$ cat src/logic/seap_regs.svh
/*
 Offsets, field positions, reset values and timing counts of the EEPROM
 access port. Assumes a 50 MHz system clock and a 12-bit config offset.
*/
// What this block does
// - Writing one to the start bit in the idle state launches one EEPROM cycle with current fields.
// - Autoload status bit 4 is one only after a successful autoload.
// - Bit 5 one suppresses autoload; zero keeps it enabled.
// - Clock-rate field 7:6 is stored and read back; every code divides the EEPROM clock by four.
// - Bits 15:8 show the EEPROM's own status byte, read only.
// - Command field 23:16 picks the operation issued on start.
// - Bit 31 selects capacity class: one means larger than 64K.
// - EEPROM location comes from address-and-data bits 15:0.
// - Bits 31:16 supply write data and receive read data.
// - Control sits at offset 87Ch, address-and-data at 880h.
`ifndef SEAP_REGS_SVH
`define SEAP_REGS_SVH

`define SEAP_CTRL_OFF 12'h87C
`define SEAP_DATA_OFF 12'h880

`define SEAP_START_BIT 0
`define SEAP_ALSTAT_BIT 4
`define SEAP_ALDIS_BIT 5
`define SEAP_RATE_LSB 6
`define SEAP_STATUS_LSB 8
`define SEAP_CMD_LSB 16
`define SEAP_SIZE_BIT 31
`define SEAP_ADDR_LSB 0
`define SEAP_WORD_LSB 16

`define SEAP_RATE_RST 2'h1
`define SEAP_RATE_DIV4 2'h1

`define SEAP_CMD_WRSR 8'h01
`define SEAP_CMD_WRITE 8'h02
`define SEAP_CMD_READ 8'h03
`define SEAP_CMD_WRDI 8'h04
`define SEAP_CMD_RDSR 8'h05
`define SEAP_CMD_WREN 8'h06
`define SEAP_CMD_ERASE 8'hC7

`define SEAP_DIV_RATIO 4
`define SEAP_CLK_PERIOD_NS 20
`define SEAP_AL_DELAY_NS 10000
`define SEAP_AL_DELAY_CYC ((`SEAP_AL_DELAY_NS + `SEAP_CLK_PERIOD_NS - 1) / `SEAP_CLK_PERIOD_NS)

`endif

$ cat src/logic/seap_pkg.sv
/*
 Types shared by the EEPROM access port. Assumes the constants header
 supplies all numbers.
*/
package seap_pkg;
   typedef enum logic [1:0] {
      SEAP_ST_WAIT = 2'b00,
      SEAP_ST_AUTO = 2'b01,
      SEAP_ST_IDLE = 2'b10,
      SEAP_ST_RUN = 2'b11
   } seap_state_e;

   typedef struct packed {
      logic wr;
      logic rd;
      logic [11:0] addr;
      logic [3:0] be;
      logic [31:0] wdata;
   } seap_cfg_req_s;
endpackage

$ cat src/logic/seap_shift.sv
/*
 Serial shifter for the EEPROM pins, mode 0, MSB first.
 Assumes start only while not busy and a half period of at least one clock.
*/
`timescale 1ns/1ps
module seap_shift #(
   parameter int TXW = 48
) (
   input wire logic clk_sys_in,
   input wire logic resetn_in,
   input wire logic start_in,
   input wire logic [5:0] nbits_in,
   input wire logic [TXW-1:0] tx_in,
   input wire logic [3:0] half_in,
   input wire logic miso_in,
   output logic busy_out,
   output logic done_out,
   output logic [15:0] rx_out,
   output logic sck_out,
   output logic cs_n_out,
   output logic mosi_out
);
   logic busy_reg, busy_next, done_reg, done_next, sck_reg, sck_next;
   logic cs_n_reg, cs_n_next, mosi_reg, mosi_next;
   logic [3:0] cnt_reg, cnt_next;
   logic [5:0] left_reg, left_next;
   logic [TXW-1:0] sh_reg, sh_next;
   logic [15:0] rx_reg, rx_next;

   always_comb begin
      busy_next = busy_reg;
      done_next = 1'b0;
      sck_next = sck_reg;
      cs_n_next = cs_n_reg;
      mosi_next = mosi_reg;
      cnt_next = cnt_reg;
      left_next = left_reg;
      sh_next = sh_reg;
      rx_next = rx_reg;
      if (!busy_reg) begin
         if (start_in) begin
            busy_next = 1'b1;
            cs_n_next = 1'b0;
            sck_next = 1'b0;
            cnt_next = 4'h0;
            left_next = nbits_in;
            sh_next = tx_in;
            mosi_next = tx_in[TXW-1];
         end
      end else if (cnt_reg == half_in - 4'h1) begin
         cnt_next = 4'h0;
         if (!sck_reg) begin
            // Sample on the rising edge, the part drives on falling
            sck_next = 1'b1;
            rx_next = {rx_reg[14:0], miso_in};
         end else begin
            sck_next = 1'b0;
            left_next = left_reg - 6'h01;
            sh_next = {sh_reg[TXW-2:0], 1'b0};
            mosi_next = sh_reg[TXW-2];
            if (left_reg == 6'h01) begin
               busy_next = 1'b0;
               cs_n_next = 1'b1;
               mosi_next = 1'b0;
               done_next = 1'b1;
            end
         end
      end else begin
         cnt_next = cnt_reg + 4'h1;
      end
   end

   always_ff @(posedge clk_sys_in or negedge resetn_in) begin
      if (!resetn_in) begin
         busy_reg <= 1'b0;
         done_reg <= 1'b0;
         sck_reg <= 1'b0;
         cs_n_reg <= 1'b1;
         mosi_reg <= 1'b0;
         cnt_reg <= 4'h0;
         left_reg <= 6'h00;
         sh_reg <= '0;
         rx_reg <= 16'h0000;
      end else begin
         busy_reg <= busy_next;
         done_reg <= done_next;
         sck_reg <= sck_next;
         cs_n_reg <= cs_n_next;
         mosi_reg <= mosi_next;
         cnt_reg <= cnt_next;
         left_reg <= left_next;
         sh_reg <= sh_next;
         rx_reg <= rx_next;
      end
   end

   assign busy_out = busy_reg;
   assign done_out = done_reg;
   assign rx_out = rx_reg;
   assign sck_out = sck_reg;
   assign cs_n_out = cs_n_reg;
   assign mosi_out = mosi_reg;
endmodule

$ cat src/logic/seap_top.sv
/*
 EEPROM access port of the upstream port: control and address-and-data
 registers, autoload after reset and a serial EEPROM engine.
 Assumes config accesses arrive as single-cycle requests on the system clock.
*/
`timescale 1ns/1ps
`include "seap_regs.svh"
module seap_top #(
   parameter int AL_DELAY_CYC = `SEAP_AL_DELAY_CYC,
   // Arbitrary value, chosen only to mark a programmed part
   parameter logic [15:0] AL_SIGNATURE = 16'h5AA5
) (
   input wire logic clk_sys_in,
   input wire logic resetn_in,
   input wire seap_pkg::seap_cfg_req_s cfg_req_in,
   output logic [31:0] cfg_rdata_out,
   output logic cfg_rvalid_out,
   output logic eeprom_sck_out,
   output logic eeprom_cs_n_out,
   output logic eeprom_mosi_out,
   input wire logic eeprom_miso_in
);
   localparam int TXW = 48;

   seap_pkg::seap_state_e state_reg, state_next;
   logic start_reg, start_next;
   logic al_ok_reg, al_ok_next;
   logic al_dis_reg, al_dis_next;
   logic [1:0] rate_reg, rate_next;
   logic [7:0] status_reg, status_next;
   logic [7:0] cmd_reg, cmd_next;
   logic size_reg, size_next;
   logic [15:0] addr_reg, addr_next;
   logic [15:0] word_reg, word_next;
   logic [7:0] run_cmd_reg, run_cmd_next;
   logic [15:0] wait_reg, wait_next;
   logic [31:0] rdata_reg, rdata_next;
   logic rvalid_reg, rvalid_next;

   logic [31:0] ctrl_val, data_val, ctrl_wr, data_wr;
   logic wr_ctrl, wr_data;
   logic sh_start, sh_busy, sh_done;
   logic [5:0] sh_nbits;
   logic [TXW-1:0] sh_tx;
   logic [15:0] sh_rx;
   logic [3:0] sh_half;
   logic [7:0] go_cmd;
   logic [15:0] go_addr;
   logic [23:0] addr_wide;
   logic [5:0] addr_bits;
   logic go_size;

   always_comb begin
      ctrl_val = 32'h0000_0000;
      ctrl_val[`SEAP_START_BIT] = start_reg;
      ctrl_val[`SEAP_ALSTAT_BIT] = al_ok_reg;
      ctrl_val[`SEAP_ALDIS_BIT] = al_dis_reg;
      ctrl_val[`SEAP_RATE_LSB +: 2] = rate_reg;
      ctrl_val[`SEAP_STATUS_LSB +: 8] = status_reg;
      ctrl_val[`SEAP_CMD_LSB +: 8] = cmd_reg;
      ctrl_val[`SEAP_SIZE_BIT] = size_reg;
      data_val = {word_reg, addr_reg};
   end

   // Byte enables merge written lanes with current contents
   always_comb begin
      for (int i = 0; i < 4; i++) begin
         ctrl_wr[8*i +: 8] = cfg_req_in.be[i] ? cfg_req_in.wdata[8*i +: 8] : ctrl_val[8*i +: 8];
         data_wr[8*i +: 8] = cfg_req_in.be[i] ? cfg_req_in.wdata[8*i +: 8] : data_val[8*i +: 8];
      end
   end

   assign wr_ctrl = cfg_req_in.wr && (cfg_req_in.addr == `SEAP_CTRL_OFF);
   assign wr_data = cfg_req_in.wr && (cfg_req_in.addr == `SEAP_DATA_OFF);

   // Command frame: opcode, then address, then data
   // Start sees the command and size written in the same access
   always_comb begin
      go_cmd = `SEAP_CMD_READ;
      go_size = size_reg;
      if (state_reg == seap_pkg::SEAP_ST_IDLE) begin
         go_cmd = wr_ctrl ? ctrl_wr[`SEAP_CMD_LSB +: 8] : cmd_reg;
         go_size = wr_ctrl ? ctrl_wr[`SEAP_SIZE_BIT] : size_reg;
      end
      go_addr = (state_reg == seap_pkg::SEAP_ST_IDLE) ? addr_reg : 16'h0000;
      addr_wide = {8'h00, go_addr};
      addr_bits = go_size ? 6'd24 : 6'd16;
      sh_tx = '0;
      sh_nbits = 6'd8;
      sh_tx[TXW-1 -: 8] = go_cmd;
      unique case (go_cmd)
         `SEAP_CMD_READ, `SEAP_CMD_WRITE: begin
            sh_nbits = 6'd24 + addr_bits;
            if (go_size) begin
               sh_tx[TXW-9 -: 40] = {addr_wide, word_reg};
            end else begin
               sh_tx[TXW-9 -: 32] = {go_addr, word_reg};
            end
         end
         `SEAP_CMD_WRSR, `SEAP_CMD_RDSR: begin
            sh_nbits = 6'd16;
            sh_tx[TXW-9 -: 8] = word_reg[7:0];
         end
         default: begin
            sh_nbits = 6'd8;
         end
      endcase
   end

   // Reserved rate codes fall back to divide by four
   always_comb begin
      sh_half = 4'(`SEAP_DIV_RATIO / 2);
      if (rate_reg != `SEAP_RATE_DIV4) begin
         sh_half = 4'(`SEAP_DIV_RATIO / 2);
      end
   end

   always_comb begin
      state_next = state_reg;
      start_next = start_reg;
      al_ok_next = al_ok_reg;
      al_dis_next = al_dis_reg;
      rate_next = rate_reg;
      status_next = status_reg;
      cmd_next = cmd_reg;
      size_next = size_reg;
      addr_next = addr_reg;
      word_next = word_reg;
      run_cmd_next = run_cmd_reg;
      wait_next = wait_reg;
      sh_start = 1'b0;
      if (wr_ctrl) begin
         al_dis_next = ctrl_wr[`SEAP_ALDIS_BIT];
         rate_next = ctrl_wr[`SEAP_RATE_LSB +: 2];
         cmd_next = ctrl_wr[`SEAP_CMD_LSB +: 8];
         size_next = ctrl_wr[`SEAP_SIZE_BIT];
      end
      if (wr_data) begin
         addr_next = data_wr[`SEAP_ADDR_LSB +: 16];
         word_next = data_wr[`SEAP_WORD_LSB +: 16];
      end
      unique case (state_reg)
         seap_pkg::SEAP_ST_WAIT: begin
            // Grace period lets software suppress autoload first
            if (wait_reg == 16'(AL_DELAY_CYC)) begin
               if (al_dis_next) begin
                  state_next = seap_pkg::SEAP_ST_IDLE;
               end else begin
                  sh_start = 1'b1;
                  state_next = seap_pkg::SEAP_ST_AUTO;
               end
            end else begin
               wait_next = wait_reg + 16'h0001;
            end
         end
         seap_pkg::SEAP_ST_AUTO: begin
            if (sh_done) begin
               al_ok_next = (sh_rx == AL_SIGNATURE);
               state_next = seap_pkg::SEAP_ST_IDLE;
            end
         end
         seap_pkg::SEAP_ST_IDLE: begin
            if (wr_ctrl && ctrl_wr[`SEAP_START_BIT] && !sh_busy) begin
               start_next = 1'b1;
               sh_start = 1'b1;
               run_cmd_next = ctrl_wr[`SEAP_CMD_LSB +: 8];
               state_next = seap_pkg::SEAP_ST_RUN;
            end
         end
         seap_pkg::SEAP_ST_RUN: begin
            // Completion beats a software write to the same fields
            if (sh_done) begin
               start_next = 1'b0;
               state_next = seap_pkg::SEAP_ST_IDLE;
               if (run_cmd_reg == `SEAP_CMD_READ) begin
                  word_next = sh_rx;
               end
               if (run_cmd_reg == `SEAP_CMD_RDSR) begin
                  status_next = sh_rx[7:0];
               end
            end
         end
      endcase
   end

   // Read data stands one cycle; unmapped offsets answer zero
   always_comb begin
      rvalid_next = cfg_req_in.rd;
      rdata_next = 32'h0000_0000;
      if (cfg_req_in.rd && cfg_req_in.addr == `SEAP_CTRL_OFF) begin
         rdata_next = ctrl_val;
      end else if (cfg_req_in.rd && cfg_req_in.addr == `SEAP_DATA_OFF) begin
         rdata_next = data_val;
      end
   end

   always_ff @(posedge clk_sys_in or negedge resetn_in) begin
      if (!resetn_in) begin
         state_reg <= seap_pkg::SEAP_ST_WAIT;
         start_reg <= 1'b0;
         al_ok_reg <= 1'b0;
         al_dis_reg <= 1'b0;
         rate_reg <= `SEAP_RATE_RST;
         status_reg <= 8'h00;
         cmd_reg <= 8'h00;
         size_reg <= 1'b0;
         addr_reg <= 16'h0000;
         word_reg <= 16'h0000;
         run_cmd_reg <= 8'h00;
         wait_reg <= 16'h0000;
         rdata_reg <= 32'h0000_0000;
         rvalid_reg <= 1'b0;
      end else begin
         state_reg <= state_next;
         start_reg <= start_next;
         al_ok_reg <= al_ok_next;
         al_dis_reg <= al_dis_next;
         rate_reg <= rate_next;
         status_reg <= status_next;
         cmd_reg <= cmd_next;
         size_reg <= size_next;
         addr_reg <= addr_next;
         word_reg <= word_next;
         run_cmd_reg <= run_cmd_next;
         wait_reg <= wait_next;
         rdata_reg <= rdata_next;
         rvalid_reg <= rvalid_next;
      end
   end

   seap_shift #(
      .TXW(TXW)
   ) u_shift (
      .clk_sys_in(clk_sys_in),
      .resetn_in(resetn_in),
      .start_in(sh_start),
      .nbits_in(sh_nbits),
      .tx_in(sh_tx),
      .half_in(sh_half),
      .miso_in(eeprom_miso_in),
      .busy_out(sh_busy),
      .done_out(sh_done),
      .rx_out(sh_rx),
      .sck_out(eeprom_sck_out),
      .cs_n_out(eeprom_cs_n_out),
      .mosi_out(eeprom_mosi_out)
   );

   assign cfg_rdata_out = rdata_reg;
   assign cfg_rvalid_out = rvalid_reg;
endmodule

$ cat config.mk
export PLATFORM = sky130hd
export DESIGN_NAME = seap_top
export DESIGN_NICKNAME = d
export VERILOG_FILES = /design/src/logic/seap_pkg.sv /design/src/logic/seap_shift.sv /design/src/logic/seap_top.sv
export VERILOG_INCLUDE_DIRS = /design/src /design/src/logic
export SDC_FILE = /design/constraint.sdc
export NUM_CORES = 1
export LEC_CHECK = 0
export BUFFER_PORTS_ARGS = -buffer_cell sky130_fd_sc_hd__buf_2
export CAP_MARGIN = 20
export CORE_ASPECT_RATIO = 0.7
export CORE_UTILIZATION = 54
export DETAILED_ROUTE_END_ITERATION = 10
export GPL_ROUTABILITY_DRIVEN = 0
export GPL_TIMING_DRIVEN = 0
export PLACE_DENSITY_LB_ADDON = 0.05
export RECOVER_POWER = 100
export SLEW_MARGIN = 5
export SYNTH_ARGS = -nofsm -noshare
export SYNTH_HDL_FRONTEND = slang
export SYNTH_HIERARCHICAL = 1
export SYNTH_SLANG_ARGS = --single-unit
$ cat constraint.sdc
create_clock -name clk_sys_in -period 3 [get_ports clk_sys_in]
set_clock_uncertainty 0.2 [all_clocks]
set_input_delay 0.45 -clock clk_sys_in [delete_from_list [all_inputs] [get_ports clk_sys_in]]
set_output_delay 0.45 -clock clk_sys_in [all_outputs]
set_load 0.01 [all_outputs]
Word level (Yosys, flattened, before mapping)
Index checks and enable logic that the tools add are counted.
{"block": "totals", "regBits": 191, "latch_bits": 0, "mem_bits_rw": 0, "rom_bits": 0, "elab_cells": 146, "memories": 0}
{"block": "classes", "n_addsub": 4, "multipliers": 0, "div_mod_pow": 0, "order_cmp": 0, "eq_ne": 22, "shifts": 0, "muxes": 68, "bitwise": 2, "reduce_logical": 26}
{"op": "47-bit 2-to-1 mux", "count": 4}
{"op": "32-bit 2-to-1 mux", "count": 4}
{"op": "16-bit 2-to-1 mux", "count": 5}
{"op": "8-bit 2-to-1 mux", "count": 7}
{"op": "1-bit 2-to-1 mux", "count": 30}
{"op": "6-bit 2-to-1 mux", "count": 5}
{"op": "12-bit == test, second input constant", "count": 2}
{"op": "8-bit by 2-bit == test with 1-bit output, second input constant", "count": 3}
{"op": "16-bit by 1-bit adder with 16-bit output, second input constant", "count": 1}
{"op": "16-bit by 15-bit == test with 1-bit output, second input constant", "count": 1}
{"op": "16-bit by 9-bit == test with 1-bit output, second input constant", "count": 1}
{"op": "8-bit by 3-bit == test with 1-bit output, second input constant", "count": 2}
{"op": "4-bit 2-to-1 mux", "count": 4}
{"op": "8-bit one-hot mux with 2 select lines", "count": 1}
{"op": "3-bit AND reduction", "count": 5}
{"op": "2-bit AND reduction", "count": 7}
{"op": "6-bit one-hot mux with 2 select lines", "count": 1}
{"op": "8-bit by 1-bit == test with 1-bit output, second input constant", "count": 1}
{"op": "2-bit 2-to-1 mux", "count": 4}
{"op": "2-bit inequality test, second input constant", "count": 4}
{"op": "5-bit by 5-bit adder with 6-bit output, first input constant", "count": 1}
{"op": "6-bit by 1-bit == test with 1-bit output, second input constant", "count": 1}
{"op": "1-bit logical AND", "count": 6}
{"op": "2-bit by 1-bit inequality test with 1-bit output, second input constant", "count": 3}
{"op": "other kinds (13)", "count": 19}

Logic depth before layout (Yosys ltp)
{"block": "depth", "ltp_word": 9, "ltp_mapped": 13, "mapped_depth_nobuf": 10}

Cells and area by module
Netlist, hierarchy kept.
{"mod": "seap_top", "n_inst": 1, "cells_per_inst": 508, "area_per_inst_um2": 5514.0, "seq_area_each_um2": 2829.0}
{"mod": "seap_shift", "n_inst": 1, "cells_per_inst": 283, "area_per_inst_um2": 3554.7, "seq_area_each_um2": 1953.1}

Least setup slack after synthesis
OpenSTA, ideal clock, no wires.
{"block": "synth_path", "path_type": "in2reg", "startpoint": "input cfg_req_in[45] in the netlist's numbering", "endpoint": "register u_shift.sh_reg[10]", "setup_ps": 123, "arrival_ps": 3190, "path_slack_ps": -513, "cell_stages": 12, "n_path_buf": 3, "path_cell_list": "or4b_4 nor4_1 nand2_1 a2111o_1 nand2_1 clkbuf_1 inv_1 nor2_1 clkbuf_1 clkbuf_1 nand2b_1 o221a_2"}
{"block": "synth_between", "elab_cells_between_ends": 22}
{"element": "start: declaration", "line": "seap_top.sv:15", "source": "input wire seap_pkg::seap_cfg_req_s cfg_req_in,"}
{"element": "12-bit == test (no source line) *"}
{"element": "1-bit logical AND *", "line": "seap_top.sv:73", "source": "assign wr_ctrl = cfg_req_in.wr && (cfg_req_in.addr == `SEAP_CTRL_OFF);"}
{"element": "1-bit 2-to-1 mux or 1-bit logical AND (tied branches)", "line": "seap_top.sv:132, seap_top.sv:163"}
{"element": "1-bit 2-to-1 mux or 1-bit logical AND (tied branches)", "line": "seap_top.sv:146, seap_top.sv:163"}
{"element": "1-bit 2-to-1 mux, on equally long branches", "line": "seap_top.sv:145, seap_top.sv:163"}
{"element": "1-bit one-hot mux with 2 select lines *", "line": "seap_top.sv:142", "source": "unique case (state_reg)"}
{"element": "via sh_start", "line": "seap_top.sv:42", "source": "logic sh_start, sh_busy, sh_done;"}
{"element": "2-bit nonzero test (no source line) *"}
{"element": "3-bit AND reduction (no source line) *"}
{"element": "end signal: assignment", "line": "seap_shift.sv:92", "source": "sh_reg <= sh_next;"}
{"element": "end: declaration", "line": "seap_shift.sv:27", "source": "logic [TXW-1:0] sh_reg, sh_next;"}
The timed path passes the listed nets; every way through them passes the cells marked *. The select of a mux whose other input is x is not followed.
A chain may end at the register's enable or synchronous reset.

Worst setup path in the final report
{"block": "layout_path", "startpoint": "input cfg_req_in[45] in the netlist's numbering", "endpoint": "register u_shift.sh_reg[24]"}
Same word-level chain as after synthesis.

==> results.md <==
* Status: finished, violations left
* Failing checks: capacitance limit, slew limit
* CTS Buffer Depth at 2
* Worst EP arrival at ~3.1 ns
* Slew @ Worst Pin at 1.820 ns
* Net Sw Power at ~1.9 mW
* Die Span Y at between 100 and 150 um
* CTS sink count at 191
* F_max at approximately 0.34 GHz
* Synth cell types at between 60 and 70
* Post-Synth XOR/XNOR Area at under 10%
* Slowest library cell on the worst path: or4_4
* GRT Total Usage at 28.57%
* Register area at around 4800 um^2
* Ranking of synthesized cells by area: dfrtp_1 52%, mux2_2 6.2%, o221a_2 5.7%
* Crit path buf inv count at 5
* Adder-cell share of the synthesized area at less than 1%
* Pre-Repair DR Iteration Count at 5
* Min Tclk post-route at 2.947 ns
* DR iter-0 viols at around 670
* Period utilization at a little under 100%
* Clk_lat worst skew at 0.43 ns
* CP required at roughly 3.1 ns
* Sequential share of power at between 40% and 50%
* CTS clk-pin slew, worst paths at roughly 0.070 ns
* Slew Limit Fails at 84
* Final hold viol count at 0
* Async SR Flop Fraction at 100.0%
* Synth Area in Simple Gates at between 10% and 20%
* Max FO, Critical Path at 10
* Area Overhead vs Synth at 18.46%
* Boundary Pins at 89
* Routed WL per cell at 20.08 um
* Worst slew margin at -21.33%
* Core Footprint at 16350 um^2
* Register area share after synthesis at 52.73%
* # setup viols final at 0
* Initial core utilization at approximately 55%
* Cells after DPL at 1114
* Post-DRT Antenna Nets at 0
* First-pass GRT wire length at between 30000 and 40000 um
* Post-synthesis mux area share at roughly a tenth
* CTS H-tree lvls at 4
* Final Hold Slack at 0.05203 ns
* Yosys top cell by area: dfrtp_1
* DP HPWL at between 15000 and 20000 um
* GR Layer Usage met1 at between 40 and 50%
* Met3 GRT Util at between 6 and 7%
* Worst-path cell chain: buf_2 -> or4b_4 -> or4_4 -> nor3_4 -> nand2_1 -> nand2_2 -> clkbuf_8 -> inv_2 -> nor2_4 -> clkbuf_8 -> clkbuf_8 -> nand2b_1 -> o221a_2
* Peak supply drop at 0.3724 mV
* Vias post-DR at a little under 7000
* Max cap viols at 1
* Internal power at just over 5 mW
* PwrDens at about 650 nW/um^2
* EDFF count, synth at 0
* Fin nets at a little under 1000
* CTS tree: done
* Fill cell count at approximately 1300
* Gate power share at between 10% and 20%
* Grt total ovfl at 0
* Ys Warns at 6
* Compound-Gate Fraction of Synth Area at between 10% and 20%
* Die area at 17320 um^2
* CP Launch Type: input pin
* Syn_area_per_cell at roughly 11 um^2
* Setup CP Type: in -> reg
* Number of global-route vias before repair at around 6900
* Multi-input logic area at about 4200 um^2
* Drt via density at roughly 6
* Total CTS buffers at 17
* Max reg flops at 47
* Post-Route WL at 23310 um
* Root buf cell: clkbuf_16
* Commonest non-fill, non-tap cells in the layout: 189 x dfrtp_1, 55 x clkbuf_1, 54 x buf_2
* Leakage power at approximately 5.0 nW
* Clock power share at about a third
* Crit path max-delay family: simple AND/OR/NAND/NOR gates
* Syn Inst Count at slightly below 800
* Top FF cell, synth: dfrtp_1
* Most Crowded Layer GR: met2
* Largest net degree at the start of global routing at about 110
* Crit end category: flip-flop
* Yosys reg bits at approximately 190
* CP dominant cell by count: clkbuf_8
* RSZ-0062 raised after global routing: false
* M2 GR Usage at between 40% and 50%
* Sw Share at 27.45%
* Antenna fix cells at 0
* Yosys top cell area share at roughly 52%
* Std-Cell Rows at 39
* CP max stage delay at 0.60 ns
* Initial antenna violation count at 0
* Post-route insts no fill at between 1000 and 1500
* DRC at 0
* Largest family of logic cells by synthesized area: simple AND/OR/NAND/NOR gates
* Share of cells above drive strength 1 at about 27%
* Most common cell after layout, fill and taps aside: dfrtp_1
* Port Buf Inserts at slightly below 90
* Worst Hold Class: in -> reg
* Mapped Area at approximately 9000 um^2
* Die width at 156.9 um
[power by group through the flow]
| stage | clock network (mW) | logic, mW | registers [mW] |
|---|---|---|---|
| after floorplan | 0 | 0.905 | 3.31 |
| after CTS | 2.40 | 1.22 | 3.39 |
| final | 2.36 | 1.20 | 3.40 |
| after global placement | 0 | 1.14 | 3.41 |
| after detailed placement | 0 | 1.20 | 3.41 |
| after global routing | 2.51 | 1.33 | 3.44 |
[area by class of cell]
class	instances	share of cell area [%]
Buffer	41	2.702
Clock buffer	21	4.286
Clock inverter	11	1.444
Inverter	14	0.4892
Multi-Input combinational cell	553	38.87
Sequential cell	191	44.51
Tap cell	225	2.621
Timing Repair Buffer	105	5.078
[stage by stage]
step           cell area (um^2)  setup slack (ns)  power, mW  utilization (%)  setup TNS, ns
3_5_place_dp              10000           -0.6505      4.610            61.19         -37.84
3_3_place_gp               9966            -1.587      4.547            60.96        -334.25
5_1_grt                   10740           0.01038      7.283            65.72              0
6_report                  10740           0.05329      6.959            65.72              0
2_1_floorplan              9244          -0.02738      4.211                -        -0.8209
4_1_cts                   10740           0.01316      7.003            65.67              0
[metal layers]
| metal | share of wire, % | vias to the layer above |
|---|---|---|
| met3 | 6.2 | 40 |
| met5 | 0 | - |
| met2 | 46 | 198 |
| met4 | 1.8 | 0 |
| met1 | 46 | 3455 |
| li1 | - | 3176 |
[cell families after synthesis]
| kind of cell | Yosys count |
|---|---|
| adders and majority gates | 6 |
| buffers and inverters | 56 |
| xor gates and xnor gates | 22 |
| AOI/OAI and AO/OA | 161 |
| other | 2 |
| muxes | 85 |
| DFF | 191 |
| and+or+nand+nor | 268 |
[synth_stat cells (15+ instances only)]
cell type / instances
mux2i_1: 35
xnor2_1: 15
a22o_1: 22
nor2_1: 51
and3_1: 26
mux2_2: 50
clkbuf_1: 22
dfrtp_1: 189
nand2b_1: 50
o221a_2: 46
nand3_1: 15
a21oi_1: 31
nand2_1: 49
[repair_timing]
item	4_1_cts	5_1_grt
hold buffers	2	0
gates cloned	1	0
pin swaps	4	8
resized for setup	14	13
setup endpoints to repair	51	53
setup buffers	5	8
endpoints found under the hold margin	84	0
[path summary, 6_finish.rpt]
kind	cells after the start	startpoint	end	slack (ns)
max reg2reg	13	wait_reg[0]	u_shift/sh_reg[24]	0.14
min reg2reg	1	wait_reg[5]	wait_reg[5]	0.27
max in group asynchronous	3	resetn_in	run_cmd_reg[4]	0.39
max	13	cfg_req_in[45]	u_shift/sh_reg[24]	0.05
min	2	cfg_req_in[11]	addr_reg[11]	0.05
min in group asynchronous	2	resetn_in	addr_reg[3]	0.87
Note: power is estimated with default switching activity, not from simulation.
